## src/hdl/mode_seq_pkg.sv

```systemverilog
package mode_seq_pkg;

  localparam int unsigned CLK_HZ = 10000000;

  // Register indices on the plain register port.
  localparam logic [7:0] ADDR_FAULT_FLAG  = 8'h03;
  localparam logic [7:0] ADDR_VSET        = 8'h11;
  localparam logic [7:0] ADDR_CONVERTER_CONFIG_REG    = 8'h12;
  localparam logic [7:0] ADDR_FAULT_CFG   = 8'h13;
  localparam logic [7:0] ADDR_STATUS      = 8'h14;

  // Converter configuration field layout.
  localparam int CFG_GATE_BIT   = 7;
  localparam int CFG_DISCHARGE_SELECT_BIT  = 6;
  localparam int CFG_RATE_HI    = 5;
  localparam int CFG_RATE_LO    = 4;
  localparam int CFG_FORCED_MODE_SELECT_HI   = 1;
  localparam int CFG_FORCED_MODE_SELECT_LO   = 0;
  localparam logic [7:0] CONVERTER_CONFIG_REG_RESET  = 8'h80;
  localparam logic [7:0] VSET_RESET      = 8'h84;
  localparam logic [7:0] FAULT_CFG_RESET = 8'h00;

  // Fault flag bit positions.
  localparam int FLAG_OC_BIT    = 0;
  localparam int FLAG_OT_BIT    = 1;
  localparam int FLAG_OVR_BIT   = 2;
  localparam int FLAG_UNDR_BIT  = 3;

  // Output setting limits in 25 mV codes.
  localparam logic [7:0] VSET_MIN = 8'h48;
  localparam logic [7:0] VSET_MAX = 8'hD7;

  // Ramp step period per code, in nanoseconds per 25 mV code step.
  localparam int unsigned RAMP_NS_R0 = 8000;
  localparam int unsigned RAMP_NS_R1 = 4000;
  localparam int unsigned RAMP_NS_R2 = 32000;
  localparam int unsigned RAMP_NS_R3 = 16000;
  localparam int unsigned RAMP_CYC_R0 = RAMP_NS_R0 / 100;
  localparam int unsigned RAMP_CYC_R1 = RAMP_NS_R1 / 100;
  localparam int unsigned RAMP_CYC_R2 = RAMP_NS_R2 / 100;
  localparam int unsigned RAMP_CYC_R3 = RAMP_NS_R3 / 100;

  localparam int unsigned HICCUP_MS      = 100;
  localparam int unsigned HICCUP_CYC     = HICCUP_MS * (CLK_HZ / 1000);
  localparam int unsigned BYPASS_GAP_MS  = 1;
  localparam int unsigned BYPASS_GAP_CYC = BYPASS_GAP_MS * (CLK_HZ / 1000);
  localparam int unsigned OTP_US         = 125;
  localparam int unsigned OTP_CYC        = OTP_US * (CLK_HZ / 1000000);

  localparam logic [1:0] FORCED_MODE_SELECT_AUTO   = 2'h0;
  localparam logic [1:0] FORCED_MODE_SELECT_PWM    = 2'h1;
  localparam logic [1:0] FORCED_MODE_SELECT_BYPASS = 2'h2;

  localparam logic [1:0] OCR_HICCUP   = 2'h0;
  localparam logic [1:0] OCR_SHUTDOWN = 2'h1;
  localparam logic [1:0] OCR_LIMIT    = 2'h2;

  typedef enum logic [2:0] {
    ST_OFF     = 3'b000,
    ST_INIT    = 3'b001,
    ST_RAMP    = 3'b010,
    ST_REG     = 3'b011,
    ST_HICCUP  = 3'b100,
    ST_LATCH   = 3'b101,
    ST_THERMAL = 3'b110,
    ST_BYPASS  = 3'b111
  } seq_state_t;

endpackage

```

## src/hdl/buck_boost_mode_sequencer.sv

```systemverilog
// The placing of the registers and the address-and-strobe port were decided locally.
`timescale 1ns/1ps
module buck_boost_mode_sequencer #(
  parameter int unsigned HICCUP_CYCLES = mode_seq_pkg::HICCUP_CYC,
  parameter int unsigned BYPASS_CYCLES = mode_seq_pkg::BYPASS_GAP_CYC
) (
  input  wire logic       core_clk,
  input  wire logic       rst_b,
  input  wire logic       uvlo_ok,
  input  wire logic       temp_hot,
  input  wire logic       temp_cool,
  input  wire logic       peak_limit,
  input  wire logic       pfm_upper,
  input  wire logic       pfm_lower,
  input  wire logic       load_light,
  input  wire logic       vin_above_vout,
  input  wire logic       vin_near_vout,
  input  wire logic       pwm_phase,
  input  wire logic       otp_done,
  input  wire logic [7:0] reg_addr,
  input  wire logic [7:0] reg_wdata,
  input  wire logic       reg_wr,
  input  wire logic       reg_rd,
  output logic [7:0]      reg_rdata,
  output logic            sw_a,
  output logic            sw_b,
  output logic            sw_c,
  output logic            sw_d,
  output logic            sw_bypass,
  output logic            discharge_on,
  output logic            blocks_on,
  output logic            otp_load,
  output logic [7:0]      vout_target
);
  import mode_seq_pkg::*;

  seq_state_t  state;
  logic [7:0]  vset;
  logic [7:0]  converter_config_reg;
  logic [7:0]  fault_cfg;
  logic [3:0]  fault_flag_reg;
  logic [23:0] wait_cnt;
  logic [15:0] ramp_cnt;
  logic [7:0]  ramp_code;
  logic        pfm_run;
  logic        boost_energise;
  logic [2:0]  hot_sync;
  logic [2:0]  cool_sync;
  logic [2:0]  lim_sync;
  logic [2:0]  uv_sync;
  logic        hot_q;
  logic        cool_q;
  logic        lim_q;
  logic        uv_q;
  logic        conv_en;
  logic        want_bypass;
  logic        oc_event;
  logic        ot_event;
  logic [1:0]  forced_mode_select;
  logic [1:0]  ramp_rate_select;
  logic [1:0]  overcurrent_response_select;
  logic        discharge_select;
  logic [7:0]  vset_eff;
  logic        next_a;
  logic        next_b;
  logic        next_c;
  logic        next_d;
  logic        near_boost;
  logic        phase_q;
  logic        buck_sel;
  logic        pfm_sel;
  logic        pfm_trip;
  logic        limit_hold;

  function automatic logic [15:0] ramp_period(input logic [1:0] code);
    case (code)
      2'h0:    ramp_period = 16'(RAMP_CYC_R0);
      2'h1:    ramp_period = 16'(RAMP_CYC_R1);
      2'h2:    ramp_period = 16'(RAMP_CYC_R2);
      default: ramp_period = 16'(RAMP_CYC_R3);
    endcase
  endfunction

  function automatic logic filt(input logic [2:0] s, input logic prev);
    filt = (s[2] == s[1]) ? s[1] : prev;
  endfunction

  assign forced_mode_select          = converter_config_reg[CFG_FORCED_MODE_SELECT_HI:CFG_FORCED_MODE_SELECT_LO];
  assign ramp_rate_select            = converter_config_reg[CFG_RATE_HI:CFG_RATE_LO];
  assign discharge_select            = converter_config_reg[CFG_DISCHARGE_SELECT_BIT];
  assign overcurrent_response_select = fault_cfg[1:0];
  assign conv_en   = uv_q && converter_config_reg[CFG_GATE_BIT];
  assign want_bypass = (forced_mode_select == FORCED_MODE_SELECT_BYPASS);
  assign vset_eff  = (vset > VSET_MAX) ? VSET_MAX : ((vset < VSET_MIN) ? VSET_MIN : vset);
  assign buck_sel  = vin_above_vout || (vin_near_vout && !near_boost);
  assign pfm_sel   = (forced_mode_select != FORCED_MODE_SELECT_PWM) && load_light;
  // In boost PFM the peak comparator is the energise threshold, so it must not read as an overcurrent.
  assign pfm_trip  = pfm_sel && !buck_sel && (state == ST_RAMP || state == ST_REG);
  assign oc_event  = lim_q && !pfm_trip && (state != ST_BYPASS) && (state != ST_OFF);
  assign limit_hold = lim_q && !pfm_trip && (overcurrent_response_select == OCR_LIMIT);
  assign ot_event  = hot_q;

  // Temperature, current-limit and UVLO comparator outputs are asynchronous to the control clock, so each is filtered.
  always_ff @(posedge core_clk or negedge rst_b) begin
    if (!rst_b) begin
      hot_sync  <= 3'h0;
      cool_sync <= 3'h0;
      lim_sync  <= 3'h0;
      uv_sync   <= 3'h0;
      hot_q     <= 1'b0;
      cool_q    <= 1'b0;
      lim_q     <= 1'b0;
      uv_q      <= 1'b0;
    end else begin
      hot_sync  <= {hot_sync[1:0], temp_hot};
      cool_sync <= {cool_sync[1:0], temp_cool};
      lim_sync  <= {lim_sync[1:0], peak_limit};
      uv_sync   <= {uv_sync[1:0], uvlo_ok};
      hot_q     <= filt(hot_sync, hot_q);
      cool_q    <= filt(cool_sync, cool_q);
      lim_q     <= filt(lim_sync, lim_q);
      uv_q      <= filt(uv_sync, uv_q);
    end
  end

  // Register writes; the enable pin acts as rst_b, so a low pin returns every register to its reset value.
  always_ff @(posedge core_clk or negedge rst_b) begin
    if (!rst_b) begin
      vset                 <= VSET_RESET;
      converter_config_reg <= CONVERTER_CONFIG_REG_RESET;
      fault_cfg            <= FAULT_CFG_RESET;
    end else if (reg_wr) begin
      case (reg_addr)
        ADDR_VSET:      vset                 <= reg_wdata;
        ADDR_CONVERTER_CONFIG_REG:  converter_config_reg <= reg_wdata;
        ADDR_FAULT_CFG: fault_cfg            <= reg_wdata;
        default:        ;
      endcase
    end
  end

  // Read data lands one cycle after the strobe; the flag read clears, but a new event wins.
  always_ff @(posedge core_clk or negedge rst_b) begin
    if (!rst_b) begin
      reg_rdata      <= 8'h00;
      fault_flag_reg <= 4'h0;
    end else begin
      reg_rdata <= 8'h00;
      if (reg_rd) begin
        case (reg_addr)
          ADDR_FAULT_FLAG: reg_rdata <= {4'h0, fault_flag_reg};
          ADDR_VSET:       reg_rdata <= vset;
          ADDR_CONVERTER_CONFIG_REG:   reg_rdata <= converter_config_reg;
          ADDR_FAULT_CFG:  reg_rdata <= fault_cfg;
          ADDR_STATUS:     reg_rdata <= {5'h00, state};
          default:         reg_rdata <= 8'h00;
        endcase
      end
      fault_flag_reg <= ((reg_rd && reg_addr == ADDR_FAULT_FLAG) ? 4'h0 : fault_flag_reg)
                        | {vset < VSET_MIN, vset > VSET_MAX, ot_event, oc_event};
    end
  end

  // Main sequence.
  always_ff @(posedge core_clk or negedge rst_b) begin
    if (!rst_b) begin
      state     <= ST_OFF;
      wait_cnt  <= 24'h000000;
      ramp_cnt  <= 16'h0000;
      ramp_code <= 8'h00;
    end else begin
      case (state)
        ST_OFF: begin
          ramp_code <= 8'h00;
          if (conv_en) begin
            state    <= ST_INIT;
            wait_cnt <= 24'h000000;
          end
        end
        ST_INIT: begin
          if (!conv_en) begin
            state <= ST_OFF;
          end else if (otp_done) begin
            state    <= want_bypass ? ST_BYPASS : ST_RAMP;
            wait_cnt <= 24'h000000;
            ramp_cnt <= 16'h0000;
          end
        end
        ST_RAMP: begin
          if (ramp_cnt + 16'h0001 >= ramp_period(ramp_rate_select)) begin
            ramp_cnt <= 16'h0000;
            if (ramp_code < vset_eff) begin
              ramp_code <= (ramp_code < VSET_MIN) ? VSET_MIN : ramp_code + 8'h01;
            end else begin
              ramp_code <= vset_eff;
              state     <= ST_REG;
            end
          end else begin
            ramp_cnt <= ramp_cnt + 16'h0001;
          end
          if (wait_cnt < 24'(BYPASS_CYCLES)) begin
            wait_cnt <= wait_cnt + 24'h000001;
          end
        end
        ST_REG: begin
          // A higher setting ramps again; a lower one is taken at once.
          if (vset_eff > ramp_code) begin
            state <= ST_RAMP;
          end else begin
            ramp_code <= vset_eff;
          end
          if (wait_cnt < 24'(BYPASS_CYCLES)) begin
            wait_cnt <= wait_cnt + 24'h000001;
          end
          if (want_bypass && wait_cnt >= 24'(BYPASS_CYCLES)) begin
            state    <= ST_BYPASS;
            wait_cnt <= 24'h000000;
          end
        end
        ST_BYPASS: begin
          if (wait_cnt < 24'(BYPASS_CYCLES)) begin
            wait_cnt <= wait_cnt + 24'h000001;
          end
          if (!want_bypass && wait_cnt >= 24'(BYPASS_CYCLES)) begin
            state    <= ST_RAMP;
            wait_cnt <= 24'h000000;
            ramp_cnt <= 16'h0000;
          end
        end
        ST_HICCUP: begin
          if (wait_cnt + 24'h000001 >= 24'(HICCUP_CYCLES)) begin
            state    <= ST_INIT;
            wait_cnt <= 24'h000000;
          end else begin
            wait_cnt <= wait_cnt + 24'h000001;
          end
        end
        ST_THERMAL: begin
          ramp_code <= 8'h00;
          if (cool_q && !hot_q) begin
            state    <= ST_RAMP;
            ramp_cnt <= 16'h0000;
            wait_cnt <= 24'h000000;
          end
        end
        ST_LATCH: ramp_code <= 8'h00;
        default:  state <= ST_OFF;
      endcase
      if (state != ST_OFF && state != ST_INIT && !conv_en) begin
        state <= ST_OFF;
      end else if (hot_q && state != ST_OFF && state != ST_THERMAL) begin
        state <= ST_THERMAL;
      end else if (oc_event && state != ST_HICCUP && state != ST_LATCH) begin
        if (overcurrent_response_select == OCR_HICCUP) begin
          state     <= ST_HICCUP;
          wait_cnt  <= 24'h000000;
          ramp_code <= 8'h00;
        end else if (overcurrent_response_select == OCR_SHUTDOWN) begin
          state <= ST_LATCH;
        end
      end
    end
  end

  // Hysteretic PFM burst and boost energise phase.
  always_ff @(posedge core_clk or negedge rst_b) begin
    if (!rst_b) begin
      pfm_run        <= 1'b0;
      boost_energise <= 1'b0;
      phase_q        <= 1'b0;
      near_boost     <= 1'b0;
    end else begin
      phase_q <= pwm_phase;
      // Near balance the stage hands over between buck and boost once per switching period.
      if (phase_q && !pwm_phase) begin
        near_boost <= !near_boost;
      end
      if (pfm_upper) begin
        pfm_run <= 1'b0;
      end else if (pfm_lower) begin
        pfm_run <= 1'b1;
      end
      if (lim_q) begin
        boost_energise <= 1'b0;
      end else if (!pwm_phase) begin
        boost_energise <= 1'b1;
      end
    end
  end

  // Switch pattern selection.
  always_comb begin
    next_a = 1'b0;
    next_b = 1'b0;
    next_c = 1'b0;
    next_d = 1'b0;
    if ((state == ST_RAMP || state == ST_REG) && !limit_hold) begin
      if (buck_sel) begin
        next_d = 1'b1;
        if (forced_mode_select == FORCED_MODE_SELECT_PWM || !load_light) begin
          next_a = pwm_phase;
          next_b = !pwm_phase;
        end else if (pfm_run) begin
          next_a = pwm_phase;
          next_b = !pwm_phase && !pfm_upper;
        end
      end else begin
        if (forced_mode_select == FORCED_MODE_SELECT_PWM || !load_light) begin
          next_a = 1'b1;
          next_c = pwm_phase;
          next_d = !pwm_phase;
        end else if (pfm_run) begin
          next_a = 1'b1;
          next_c = boost_energise;
          next_b = !boost_energise;
          next_d = !boost_energise;
          next_a = boost_energise;
        end
      end
    end else if (state == ST_BYPASS) begin
      next_a = 1'b1;
      next_d = 1'b1;
    end
    next_b = next_b && !next_a;
    next_c = next_c && !next_d;
  end

  always_ff @(posedge core_clk or negedge rst_b) begin
    if (!rst_b) begin
      sw_a         <= 1'b0;
      sw_b         <= 1'b0;
      sw_c         <= 1'b0;
      sw_d         <= 1'b0;
      sw_bypass    <= 1'b0;
      discharge_on <= 1'b0;
      blocks_on    <= 1'b0;
      otp_load     <= 1'b0;
      vout_target  <= 8'h00;
    end else begin
      sw_a         <= next_a;
      sw_b         <= next_b;
      sw_c         <= next_c;
      sw_d         <= next_d;
      sw_bypass    <= (state == ST_BYPASS);
      // The resistor waits until the switches have stopped, so it never loads a running stage.
      discharge_on <= discharge_select && !converter_config_reg[CFG_GATE_BIT] && (state == ST_OFF);
      blocks_on    <= (state != ST_OFF) && (state != ST_BYPASS);
      otp_load     <= (state == ST_INIT);
      vout_target  <= ramp_code;
    end
  end

endmodule

```

## config.mk

```make
export PLATFORM = sky130hd
export DESIGN_NAME = buck_boost_mode_sequencer
export DESIGN_NICKNAME = d
export VERILOG_FILES = /design/src/hdl/mode_seq_pkg.sv /design/src/hdl/buck_boost_mode_sequencer.sv
export SDC_FILE = /design/constraint.sdc
export NUM_CORES = 1
export LEC_CHECK = 0
export ABC_AREA = 1
export CAP_MARGIN = 20
export CORE_UTILIZATION = 59
export CTS_BUF_LIST = sky130_fd_sc_hd__clkbuf_8
export CTS_CLUSTER_SIZE = 12
export DETAILED_ROUTE_END_ITERATION = 7
export DONT_BUFFER_PORTS = 1
export PLACE_DENSITY = 0.75
export SLEW_MARGIN = 5
export SYNTH_ARGS = -nofsm -noshare
export SYNTH_HDL_FRONTEND = slang
export SYNTH_SLANG_ARGS = --single-unit
```

## constraint.sdc

```tcl
create_clock -name core_clk -period 7.2 [get_ports core_clk]
set_clock_uncertainty 0.2 [all_clocks]
set_input_delay 0.36 -clock core_clk [delete_from_list [all_inputs] [get_ports core_clk]]
set_output_delay 0.36 -clock core_clk [all_outputs]
set_load 0.05 [all_outputs]
```

# Word-level counts from Yosys, hierarchy flattened
# Index checks and enable logic that the tools add are counted.
word_totals:
  out_inout_bits: 24
  in_bits: 31
  word_cells: 206
  register_bits: 123
classes:
  n_bitwise: 1
  n_eq_ne: 33
  magnitude_cmp: 9
  n_addsub: 3
  reduce_logical: 55
  n_mux: 75
op_table:
  columns: ["cell", "count"]
  rows:
  - ["2-to-1 mux 24 bit", 12]
  - ["case mux 24 bit (7 select lines)", 1]
  - ["2-to-1 mux 16 bit", 6]
  - ["2-to-1 mux 8 bit", 11]
  - ["case mux 16 bit (4 select lines)", 1]
  - ["2-to-1 mux 3 bit", 16]
  - ["case mux 8 bit (5 select lines)", 1]
  - ["equality test 8 x 5 -> 1 bit (second input constant)", 4]
  - ["logical AND 1 bit", 27]
  - ["case mux 9 bit (3 select lines)", 1]
  - ["adder 24 x 1 -> 24 bit (second input constant)", 1]
  - ["greater-or-equal comparator 24 x 14 -> 1 bit (second input constant)", 1]
  - ["greater-or-equal comparator 24 x 20 -> 1 bit (second input constant)", 1]
  - ["< comparator 24 x 14 -> 1 bit (second input constant)", 1]
  - ["case mux 8 bit (3 select lines)", 1]
  - ["2-to-1 mux 1 bit", 23]
  - ["case mux 3 bit (7 select lines)", 1]
  - ["adder 16 x 1 -> 16 bit (second input constant)", 1]
  - ["greater-or-equal comparator 16 bit", 1]
  - ["< comparator 8 x 7 -> 1 bit (second input constant)", 2]
  - ["logical NOT 1 bit", 14]
  - ["equality test 3 bit (second input constant)", 4]
  - ["inequality test 3 bit (second input constant)", 4]
  - ["adder 8 x 1 -> 8 bit (second input constant)", 1]
  - ["other kinds (23)", 40]

# Logic depth before layout (Yosys ltp)
# Gate-level depths: netlist of run 1.
depth:
  word_depth: 15
  mapped_depth: 22
  mapped_depth_nobuf: 21

# Least setup slack after synthesis of run 1
# No wires, ideal clock.
synth_path:
  kind: "reg2reg"
  from: "register vset[5]"
  to: "register ramp_code[7]"
  t_arrival_ns: 2.565
  t_required_ns: 6.880
  setup_ns: 0.120
  stages_incl_launch_ff: 21
  setup_slack_ns: 4.316
  n_path_buf: 1
  synth_period_minus_slack_ns: 2.884
  cell_sequence: "dfrtp_1 nor2_1 inv_1 o21ai_0 and2_1 inv_1 a21oi_1 inv_1 ha_1 nand2_1 nor2_1 nand4_1 nand2_1 clkbuf_1 nand2_1 o21ai_0 o21ai_0 inv_1 nand2_1 o21ai_0 inv_1"
synth_via:
  elab_chain_len: 11
  elab_cells_between_ends: 14
  cone_classes: "order compare (4); mux (10)"
synth_rtl:
  columns: ["item", "line", "text"]
  rows:
  - ["from (decl)", "buck_boost_mode_sequencer.sv:38", "logic [7:0] vset;"]
  - ["from (signal assigned)", "buck_boost_mode_sequencer.sv:134", "ADDR_VSET: vset <= reg_wdata;"]
  - ["< comparator 8 x 7 -> 1 bit", "buck_boost_mode_sequencer.sv:94", "assign vset_eff = (vset > VSET_MAX) ? VSET_MAX : ((vset < VSET_MIN) ? VSET_MIN : vset);"]
  - ["2-to-1 mux 8 bit", "buck_boost_mode_sequencer.sv:94", null]
  - ["2-to-1 mux 8 bit (*)", "buck_boost_mode_sequencer.sv:94", null]
  - ["< comparator 8 bit", "buck_boost_mode_sequencer.sv:192", "if (ramp_code < vset_eff) begin"]
  - ["2-to-1 mux 8 bit", "buck_boost_mode_sequencer.sv:192", null]
  - ["2-to-1 mux 8 bit", "buck_boost_mode_sequencer.sv:190", "if (ramp_cnt + 16'h0001 >= ramp_period(ramp_rate_select)) begin"]
  - ["case mux 8 bit (3 select lines) (*)", "buck_boost_mode_sequencer.sv:172", "case (state)"]
  - ["2-to-1 mux 8 bit", "buck_boost_mode_sequencer.sv:254", "if (overcurrent_response_select == OCR_HICCUP) begin"]
  - ["2-to-1 mux 8 bit", "buck_boost_mode_sequencer.sv:253", "end else if (oc_event && state != ST_HICCUP && state != ST_LATCH) begin"]
  - ["2-to-1 mux 8 bit", "buck_boost_mode_sequencer.sv:251", "end else if (hot_q && state != ST_OFF && state != ST_THERMAL) begin"]
  - ["2-to-1 mux 8 bit (*)", "buck_boost_mode_sequencer.sv:249", "if (state != ST_OFF && state != ST_INIT && !conv_en) begin"]
  - ["to (signal assigned)", "buck_boost_mode_sequencer.sv:193", "ramp_code <= (ramp_code < VSET_MIN) ? VSET_MIN : ramp_code + 8'h01;"]
  - ["to (signal assigned)", "buck_boost_mode_sequencer.sv:195", "ramp_code <= vset_eff;"]
  - ["to (signal assigned)", "buck_boost_mode_sequencer.sv:210", "ramp_code <= vset_eff;"]
  - ["to (decl)", "buck_boost_mode_sequencer.sv:44", "logic [7:0] ramp_code;"]
# Every way passes the cells marked *; elsewhere a longest branch is shown, timed or not.
# A chain may end at the register's enable or synchronous reset.

# Final worst setup path of run 1
# Ends and elaborated chain as after synthesis.

==> results of run 1 <==
cell usage after synthesis (2+ instances only):
library cell / count / area [sq um]
o211ai_1: 4 / 30.0
clkbuf_1: 16 / 60.1
a221oi_1: 5 / 43.8
o21ai_0: 96 / 480
xor2_1: 15 / 131
dfrtp_1: 120 / 3000
xnor2_1: 2 / 17.5
nor2_2: 7 / 43.8
dfstp_2: 3 / 78.8
nor2_4: 5 / 56.3
nand2_1: 257 / 965
a21oi_1: 51 / 255
nand3b_1: 4 / 30.0
a21oi_2: 2 / 17.5
inv_2: 8 / 30.0
nand2_2: 3 / 18.8
inv_1: 169 / 634
o31ai_1: 2 / 15.0
o21ai_1: 3 / 15.0
nor3b_1: 3 / 22.5
nor3_1: 13 / 65.1
o22ai_1: 7 / 43.8
a22o_1: 2 / 17.5
a22oi_1: 11 / 82.6
ha_1: 18 / 225
nand3_1: 59 / 295
maj3_1: 4 / 40.0
buf_2: 6 / 30.0
a31oi_1: 7 / 43.8
nand3_4: 2 / 35.0
nand4_1: 37 / 231
nor3_2: 2 / 20.0
buf_4: 2 / 15.0
nor2_1: 104 / 390
logic make-up after synthesis:
family,Yosys count,share of synthesized area (%)
flops,123,40.8
buf+inv,202,10.3
fa+ha+maj,22,3.51
simple gates,500,29.2
xor+xnor,17,1.97
compound gates,194,14.3
cells in the final DEF, fill, tap and decap left out, types with 11 or more instances in the layout:
master,instances
nand3_1,59
nand2_1,257
dfrtp_1,120
dlygate4sd3_1,21
a21oi_1,51
xor2_1,15
o21ai_0,96
nor3_1,13
nand4_1,37
inv_1,169
a22oi_1,11
clkbuf_8,18
ha_1,18
nor2_1,104
power by group through the flow:
stage,combinational (W),clock (W),sequential [W]
finish,0.00123,0.000622,0.00105
global route,0.00142,0.000659,0.00107
CTS,0.00123,0.000632,0.00105
detailed placement,0.00120,0,0.00106
global placement,0.00118,0,0.00106
floorplan,0.000987,0,0.00101
worst max-delay path, stage by stage, from the launching register on:
cell	delay, ns
dfrtp_1	0.43
o21ai_0	0.53
inv_1	0.12
a21oi_1	0.19
inv_1	0.06
ha_1	0.26
nand2_1	0.04
nor2_1	0.13
nand4_1	0.24
nand2_1	0.51
nand2_1	0.13
o21ai_0	0.09
o21ai_0	0.09
inv_1	0.07
nand2_1	0.05
o21ai_0	0.14
inv_1	0.05
metrics by stage:
| step | hold slack [ns] | setup slack (ns) |
|---|---|---|
| after CTS | 0.00511 | 3.75 |
| after global routing | 0.0397 | 3.26 |
| after global placement | -0.132 | 3.76 |
| after floorplan | -0.136 | 4.32 |
| final | 0.0439 | 3.74 |
| after detailed placement | -0.131 | 3.79 |
area by class of cell:
class                   instances  area [sq um]  area share (%)
clock buffers                  18           248            2.98
clock inverters                14           148            1.78
inverters                     177           664            8.00
multi-input cells             733          3700            44.5
flip-flops and latches        123          3080            37.1
well taps                     168           210            2.53
repair buffers                 25           260            3.13
layer usage:
| metal | wire length, microns | part of all wire [%] | global-route usage [%] |
|---|---|---|---|
| met2 | 8730 | 47 | 49.6 |
| met3 | 1110 | 6.0 | 5.75 |
| met4 | 280 | 1.5 | 10.0 |
| met1 | 8570 | 46 | 41.6 |
| met5 | 0 | 0 | 0 |
path summary, 6_finish.rpt:
path	slack, ns	endpoint	depth (start not counted)	startpoint
max reg2reg	3.74	ramp_code[7]$_DFF_PN0_	16	vset[5]$_DFFE_PN0P_
max in group asynchronous	5.96	phase_q$_DFF_PN0_	2	rst_b
min reg2reg	0.16	hot_sync[1]$_DFF_PN0_	0	hot_sync[0]$_DFF_PN0_
min in group asynchronous	0.35	ramp_cnt[5]$_DFFE_PN0P_	2	rst_b
max	3.74	ramp_code[7]$_DFF_PN0_	16	vset[5]$_DFFE_PN0P_
min	0.04	reg_rdata[7]$_DFF_PN0_	3	reg_addr[0]
==> results.toml, run 1 <==
[outcome]
outcome = "finished, final reports clean"

[die]
die_area_sq_um = 13300
die_x_microns = 115
top_level_ports = 55
fp.dieH_microns = 115
start_util_pct = 61.6
coreArea_sq_um = 12300
rows = 40

[timing]
rsz0062_at_grt = "false"
tightest_slew_ns = 0.977
drv_slew = 0
max-slew-margin-rel_pct = 34.7
finalHoldViolations = 0
fin_crit_ns = 3.46
fmax_mhz = 289
period_share_pct = 48.1
tns_ns = 0
setup_violations = 0

[final_layout]
layout.cells.non_filler = 1258
antenna_cells = 0
post-route-util_pct = 67.8
regMostFlops = "wait_cnt"
drive_above_1_share_pct = 6.42
fin_area_sq_um = 8310
largest_reg_flops = 24
largestRegisters = "wait_cnt x24, ramp_cnt x16"
fillers = 1079
final_nets = 1126
area_growth_pct = 9.92

[power]
p_leak_nw = 4.19
power.density_nw_per_um2 = 350
ir_drop_uv = 176
power_w = 0.00291
clkPwrFrac_pct = 21.4
power_frac_comb_pct = 42.5
switching_share_pct = 48.4
p_int_w = 0.00150
seq_power_share_pct = 36.1
p_sw_w = 0.00141

[clock_tree]
cts_tree = "done"
cts.reportedPaths.clkPinSlew_ns = 0.09
clockRootBuffer = "clkbuf_8"
clk_path_buf_depth = 2
post_cts_resize_count = 0
clk_latency_ns = 0.46
cts_made_buffers = 17
cts.sinks = 123
hold_buffers = 22
h-tree-depth = 4
post_cts_buffers = 0

[drt]
postRouteAntennaNets = 0
firstDrtPassIters = 6
vias_per_cell = 5.53
first_iter_violations = 768
num_vias = 6956
drcViolationCount = 0
routed_wl_mm = 18.7
wire_per_inst_microns = 14.9

[yosys]
yosys_most_used_dff = "dfrtp_1"
yosys_warnings = 0
synthDistinctLibCells = 43
syn_avg_cell_area_sq_um = 7.14
syn_area_sq_um = 7560
syn_nets = 1107
synth_edf_count = 0
async_reset_ff_share_pct = 100
yosysSeqAreaShare_pct = 40.8
syn_inst = 1058
synth_seq_cells = 123

[worst_setup_path]
arrival_ns = 3.61
critical_path_class = "flop to flop"
cp_max_fo = 20
cp.required_ns = 7.35
end_kind = "flop"
cp-start-kind = "flop"

[min_path]
worstHoldPathType = "input pin to flop"

[global_routing]
grt_usage_pct = 30.6
grt_max_degree = 124
grt_pass1_wl_mm = 31.5
grt_pass1_vias = 6441
gr-total-overflow = 0
antenna_found_initial = 0

[place]
hpwl_mm = 12.8
gp_congestion = 0.951
place_inst = 1204
placed_area_sq_um = 7670
io_buffer_count = 0

[flow_run]
cap_violations = 0
(Power assumes the default switching activity.)
==> inputs of run 2 (changes only) <==
Settings changed: ABC_AREA 1 to 0, PLACE_DENSITY 0.75 to 0.78.
Clock period 7.2 ns to 3.1 ns, I/O delays scaled along.
==> run 2 against run 1 <==
Net effect:
- synthesized cell count shrank 34%
- critical endpoint is now ramp_code[0]$_DFF_PN0_
- global-route usage grew 1.4 points
- power grew 37%
- routed wire length shrank 5.2%
- largest cell class unchanged
- largest power group is now registers
- critical path type unchanged
- count of clock-buffer cells in the layout stayed put
- the run now ends with hold timing, setup timing left
- sequential share of layout area up 0.90 points
- sequential power increased by 73%
- utilization rose by 6.6 points
==> results.toml, run 2 <==
[yosys]
syn_nets = 750
syn_inst = 701
synthTopCellsByCount = "dfrtp_1 (120), nand2_1 (66), nor2_1 (48)"
async_reset_ff_share_pct = 100
synthDistinctLibCells = 66
synth_top_area_share_pct = 44.8
synth_edf_count = 0
yosys_warnings = 0
synth_seq_cells = 123
ys_top_cells_by_area = "dfrtp_1 (45%), mux2_2 (4.0%), nand2_1 (3.7%)"
syn_area_sq_um = 6700
yosysMostFrequentCell = "dfrtp_1"
syn_avg_cell_area_sq_um = 9.55
yosysSeqAreaShare_pct = 46.0
synth_top_cell_by_area = "dfrtp_1"
yosys_most_used_dff = "dfrtp_1"

[die]
top_level_ports = 55
fp.dieH_microns = 109
coreArea_sq_um = 10900
die_x_microns = 109
rows = 38
start_util_pct = 61.2
die_area_sq_um = 11800

[power]
p_leak_nw = 3.62
power_frac_comb_pct = 18.4
p_sw_w = 0.00123
ir_drop_uv = 436
clkPwrFrac_pct = 35.9
power.density_nw_per_um2 = 490
p_int_w = 0.00275
seq_power_share_pct = 45.7
switching_share_pct = 30.9

[final_layout]
fin_area_sq_um = 8130
drive_above_1_share_pct = 21.5
area_growth_pct = 21.4
largestRegisters = "wait_cnt x24, ramp_cnt x16"
final_cell_mix = "dfrtp_1 (114), nand2_1 (64), buf_4 (58)"
final_nets = 836
largest_reg_flops = 24
regMostFlops = "wait_cnt"
final_common_cell = "dfrtp_1"
antenna_cells = 0

[worst_setup_path]
crit_start = "ramp_cnt[1]$_DFFE_PN0P_"
arrival_ns = 3.30
slowest_stage = "dfrtp_1"
cp.required_ns = 3.28
r2r_end = "ramp_code[0]$_DFF_PN0_"
crit_chain = "ha_2, and2_4, nand2_2, xnor2_2, ha_1, nor2b_1, a311oi_1, o21ai_1, a21oi_2, nand4_1, buf_6, nand2b_4, o211ai_1, mux2i_1, a21oi_1"
reg2reg_slack_ns = -0.02
r2r-start = "ramp_cnt[1]$_DFFE_PN0P_"
cp_max_fo = 5
cp-start-kind = "flop"
r2r_cells = 15
end_kind = "flop"
critical_path_class = "flop to flop"
cpPeakStageDelay_ns = 0.36

[drt]
drcViolationCount = 0
vias_per_cell = 6.41
num_vias = 6022
postRouteAntennaNets = 0
wire_per_inst_microns = 18.8
first_iter_violations = 609
firstDrtPassIters = 7
routed_wl_mm = 17.7

[timing]
rsz0062_at_grt = "true"
setup_violations = 1
fin_crit_ns = 3.12
tightest_slew_ns = 0.720
tns_ns = -0.0167
max-slew-margin-rel_pct = 51.8
period_share_pct = 101
timing.hold.ws_ns = -0.812
drv_slew = 0
fmax_mhz = 321
setup_ws_ns = -0.0167
finalHoldViolations = 123

[clock_tree]
clk_latency_ns = 0.46
clockRootBuffer = "clkbuf_8"
cts_made_buffers = 17
cts_tree = "done"
clk_path_buf_depth = 2
cts.sinks = 123
hold_buffers = 35
cts.reportedPaths.clkPinSlew_ns = 0.08
h-tree-depth = 4

[outcome]
outcome = "finished with violations"
violations = "hold timing, setup timing"

[min_path]
worstHoldPathType = "input pin to async pin"

[global_routing]
grt_usage_pct = 32.1
grt_pass1_wl_mm = 28.9
grt_max_degree = 124
grt_pass1_vias = 5886
gr-total-overflow = 0
antenna_found_initial = 0

[place]
gp_congestion = 0.947
placed_area_sq_um = 7140
hpwl_mm = 11.2
dp_slack_ns = -0.217
io_buffer_count = 0

[flow_run]
cap_violations = 0
==> run 2: changes by cell type after synthesis, moves of 14 or more <==
cell	delta
nand2_1	-191
nor2_1	-56
nand3_1	-34
xor2_1	-14
inv_1	-142
nand4_1	-23
nor2b_1	+14
mux2_2	+24
a21o_1	+16
nand2b_1	+17
o21ai_0	-58
==> run 2: routing by layer <==
metal  global-route usage, %  vias up  part of all wire (%)
li1                        -     2745                     -
met1                    41.6     2922                    42
met2                    52.4      311                    49
met3                    6.75       44                   6.9
met4                    12.8        0                   2.0
met5                       0        -                     0
==> run 2: layout make-up <==
| cell class | count | area, sq um |
|---|---|---|
| repair buffers | 97 | 840 |
| inverters | 27 | 101 |
| fillers | 746 | 2810 |
| clock buffers | 18 | 248 |
| well taps | 140 | 175 |
| flip-flops and latches | 123 | 3090 |
| multi-input cells | 521 | 3530 |
| clock inverters | 14 | 148 |
==> run 2: repair_timing <==
action,CTS,global route
gates resized for setup,10,33
endpoints found under the setup margin,19,32
endpoints found under the hold margin,180,123
pin swaps,7,18
buffers inserted,3,9
==> run 2: worst max-delay path by stage <==
stage          slack (ns)                       to
2_1_floorplan        0.01  ramp_cnt[3]$_DFFE_PN0P_
3_5_place_dp        -0.22   ramp_code[5]$_DFF_PN0_
3_3_place_gp        -0.04   ramp_code[5]$_DFF_PN0_
5_1_grt             -0.23   ramp_code[0]$_DFF_PN0_
6_report            -0.02   ramp_code[0]$_DFF_PN0_
4_1_cts             0.002   ramp_code[0]$_DFF_PN0_
==> run 2: kinds of logic (layout without fill, tap and decap cells) <==
group / after synthesis / after routing / share of synthesized area (%)
AOI/OAI and AO/OA: 179 / 179 / 17.9
adders and majority gates: 22 / 22 / 3.96
and+or+nand+nor: 277 / 277 / 22.2
xor gates and xnor gates: 14 / 14 / 1.83
DFF: 123 / 123 / 46.0
buffers and inverters: 57 / 156 / 3.34
muxes: 29 / 29 / 4.78
==> run 2: worst max-delay path: cells and delay by family (launching register included) <==
kind / cells / cell delay (ns)
buffers and inverters: 1 / 0.16
and+or+nand+nor: 5 / 0.63
xor gates and xnor gates: 1 / 0.16
AOI/OAI and AO/OA: 5 / 0.89
muxes: 1 / 0.15
DFF: 1 / 0.36
adders and majority gates: 2 / 0.50
==> run 2: power by group through the flow <==
| stage | registers (W) | clock network, W | logic [W] |
|---|---|---|---|
| after floorplan | 0.00181 | 0 | 0.000421 |
| after global placement | 0.00183 | 0 | 0.000596 |
| after detailed placement | 0.00184 | 0 | 0.000625 |
| after CTS | 0.00181 | 0.00144 | 0.000671 |
| after global routing | 0.00183 | 0.00152 | 0.000790 |
| final | 0.00182 | 0.00143 | 0.000734 |
==> run 2: through the flow <==
| step | total power (W) | cells | util, % |
|---|---|---|---|
| after global routing | 0.00414 | 940 | 74.3 |
| after CTS | 0.00391 | 930 | 72.5 |
| after floorplan | 0.00223 | 701 | - |
| final | 0.00398 | 940 | 74.3 |
| after detailed placement | 0.00246 | 860 | 65.3 |
| after global placement | 0.00243 | 859 | 65.2 |
==> inputs of run 3 (changes only) <==
Settings changed: CORE_ASPECT_RATIO set to 1.4, CTS_CLUSTER_DIAMETER set to 50, REMOVE_ABC_BUFFERS set to 1.
==> run 3 against run 2 <==
Net effect:
- largest power group unchanged
- count of clock-buffer cells in the layout did not move
- worst setup slack got worse by 0.035 ns
- die area barely moved
- routed wire length rose by 2.0%
- the run still ends with hold timing, setup timing left
- highest routed layer unchanged
- sequential power barely moved
- critical endpoint is now ramp_code[1]$_DFF_PN0_
==> results.toml, run 3 (synthesized netlist as in run 2, its figures left out) <==
[outcome]
outcome = "finished with violations"
violations = "hold timing, setup timing"

[worst_setup_path]
r2r_cells = 15
reg2reg_slack_ns = -0.05
cp_max_fo = 5
critical_path_class = "flop to flop"
end_kind = "flop"
arrival_ns = 3.27
r2r_end = "ramp_code[1]$_DFF_PN0_"
cp-start-kind = "flop"
r2r-start = "ramp_cnt[0]$_DFFE_PN0P_"
cp.required_ns = 3.22
crit_start = "ramp_cnt[0]$_DFFE_PN0P_"
cp-endpoint = "ramp_code[1]$_DFF_PN0_"

[final_layout]
multi_input_area_sq_um = 3620
final_cell_mix = "dfrtp_1 (117), buf_4 (69), nand2_1 (63)"
largestRegisters = "wait_cnt x24, ramp_cnt x16"
largest_reg_flops = 24
antenna_cells = 0
seqCellArea_sq_um = 3090
final_common_cell = "dfrtp_1"
drive_above_1_share_pct = 23.6
area_growth_pct = 24.3
fillers = 728
final_nets = 845
regMostFlops = "wait_cnt"
layout.cells.non_filler = 950

[clock_tree]
clk_latency_ns = 0.45
h-tree-depth = 4
cts.reportedPaths.clkPinSlew_ns = 0.08
clockRootBuffer = "clkbuf_8"
cts_tree = "done"
hold_buffers = 29
clk_path_buf_depth = 2
cts.sinks = 123
cts_made_buffers = 17

[place]
place_inst = 864
hpwl_mm = 11.7
gp_congestion = 0.916
io_buffer_count = 0

[global_routing]
grt_pass1_vias = 5911
grt_usage_pct = 30.7
grt_pass1_wl_mm = 28.2
antenna_found_initial = 0
grt_max_degree = 124
gr-total-overflow = 0

[drt]
firstDrtPassIters = 6
num_vias = 6011
wire_per_inst_microns = 19.0
first_iter_violations = 405
routed_wl_mm = 18.1
drcViolationCount = 0
postRouteAntennaNets = 0
vias_per_cell = 6.33

[die]
die_x_microns = 92.0
top_level_ports = 55
fp.dieH_microns = 128
die_area_sq_um = 11800
rows = 45
coreArea_sq_um = 10900
start_util_pct = 61.3

[timing]
timing.hold.ws_ns = -0.810
max-slew-margin-rel_pct = 38.3
period_share_pct = 102
setup_violations = 4
fin_crit_ns = 3.15
tightest_slew_ns = 0.926
setup_ws_ns = -0.0517
drv_slew = 0
finalHoldViolations = 123
fmax_mhz = 317
rsz0062_at_grt = "true"

[power]
p_int_w = 0.00280
power_frac_comb_pct = 21.4
power.density_nw_per_um2 = 498
seq_power_share_pct = 43.7
clkPwrFrac_pct = 34.9
power_w = 0.00415
switching_share_pct = 32.4
ir_drop_uv = 398
p_sw_w = 0.00134
p_leak_nw = 3.77

[min_path]
worstHoldPathType = "input pin to async pin"

[flow_run]
cap_violations = 0
-- run 3: changes by cell type in the layout (fill, tap and decap cells not counted), moves of 4 or more --
cell | previous run | this run
o21ai_0 | 34 | 30
buf_4 | 58 | 69
o21ai_1 | 3 | 8
inv_8 | 0 | 4
dlygate4sd3_1 | 35 | 29
-- run 3: layout make-up --
| cell class | count | area share, % |
|---|---|---|
| clock buffer | 18 | 2.98 |
| clock inverter | 14 | 1.82 |
| inverter | 27 | 1.22 |
| multi-input combinational | 521 | 43.5 |
| sequential | 123 | 37.1 |
| tap | 141 | 2.12 |
| timing repair buffer | 106 | 11.3 |
-- run 3: what timing repair did --
item,CTS,global route
gates resized for setup,14,46
gates cloned,0,2
setup endpoints to repair,16,36
endpoints found under the hold margin,174,123
pin swaps,10,40
buffers inserted,3,19
-- run 3: how the worst min path moves through the flow --
stage	startpoint	endpoint	slack [ns]	depth (start not counted)
4_1_cts	rst_b	converter_config_reg[3]$_DFFE_PN0P_	-0.83	0
3_3_place_gp	rst_b	converter_config_reg[3]$_DFFE_PN0P_	-0.34	0
2_1_floorplan	rst_b	blocks_on$_DFF_PN0_	-0.34	0
3_5_place_dp	rst_b	reg_rdata[6]$_DFF_PN0_	-0.34	0
6_report	rst_b	reg_rdata[6]$_DFF_PN0_	-0.81	0
5_1_grt	rst_b	reg_rdata[6]$_DFF_PN0_	-0.85	0
-- run 3: power by group through the flow --
stage                     Combinational (W)  Sequential (W)  Clock (W)
after floorplan                    0.000378         0.00183          0
after global placement             0.000614         0.00183          0
after detailed placement           0.000633         0.00183          0
after CTS                          0.000680         0.00180    0.00147
after global routing               0.000949         0.00182    0.00154
final                              0.000885         0.00181    0.00145
-- run 3: worst max-delay path, cell delays in order, from the launching register on --
cell	delay [ns]
dfrtp_1	0.37
ha_2	0.19
and2_4	0.15
nand4_1	0.14
xnor2_2	0.18
ha_1	0.31
a21o_1	0.17
a21oi_2	0.11
o21ai_1	0.08
a21oi_1	0.17
nand4_1	0.19
buf_4	0.22
nor2_4	0.10
nor3_4	0.07
a22oi_1	0.26
a21oi_1	0.11
-- run 3: through the flow --
stage / util, % / hold WS, ns / worst slack [ns] / TNS (ns) / cell area, sq um
floorplan: - / -0.341 / -0.242 / -2.53 / 6570
global placement: 65.5 / -0.338 / -0.0347 / -0.0423 / 7150
detailed placement: 65.5 / -0.338 / -0.112 / -1.05 / 7150
CTS: 72.5 / -0.829 / 0.00642 / 0 / 7910
global route: 76.2 / -0.846 / -0.178 / -2.22 / 8320
finish: 76.2 / -0.810 / -0.0517 / -0.118 / 8320
-- run 3: routing by layer --
layer  share of wire [%]  GRT usage, %  vias up
met5                   0             0        -
met4                 3.5          15.3        0
met3                 4.9          5.46       54
met2                  53          55.0      239
met1                  39          35.2     2950
li1                    -             -     2768
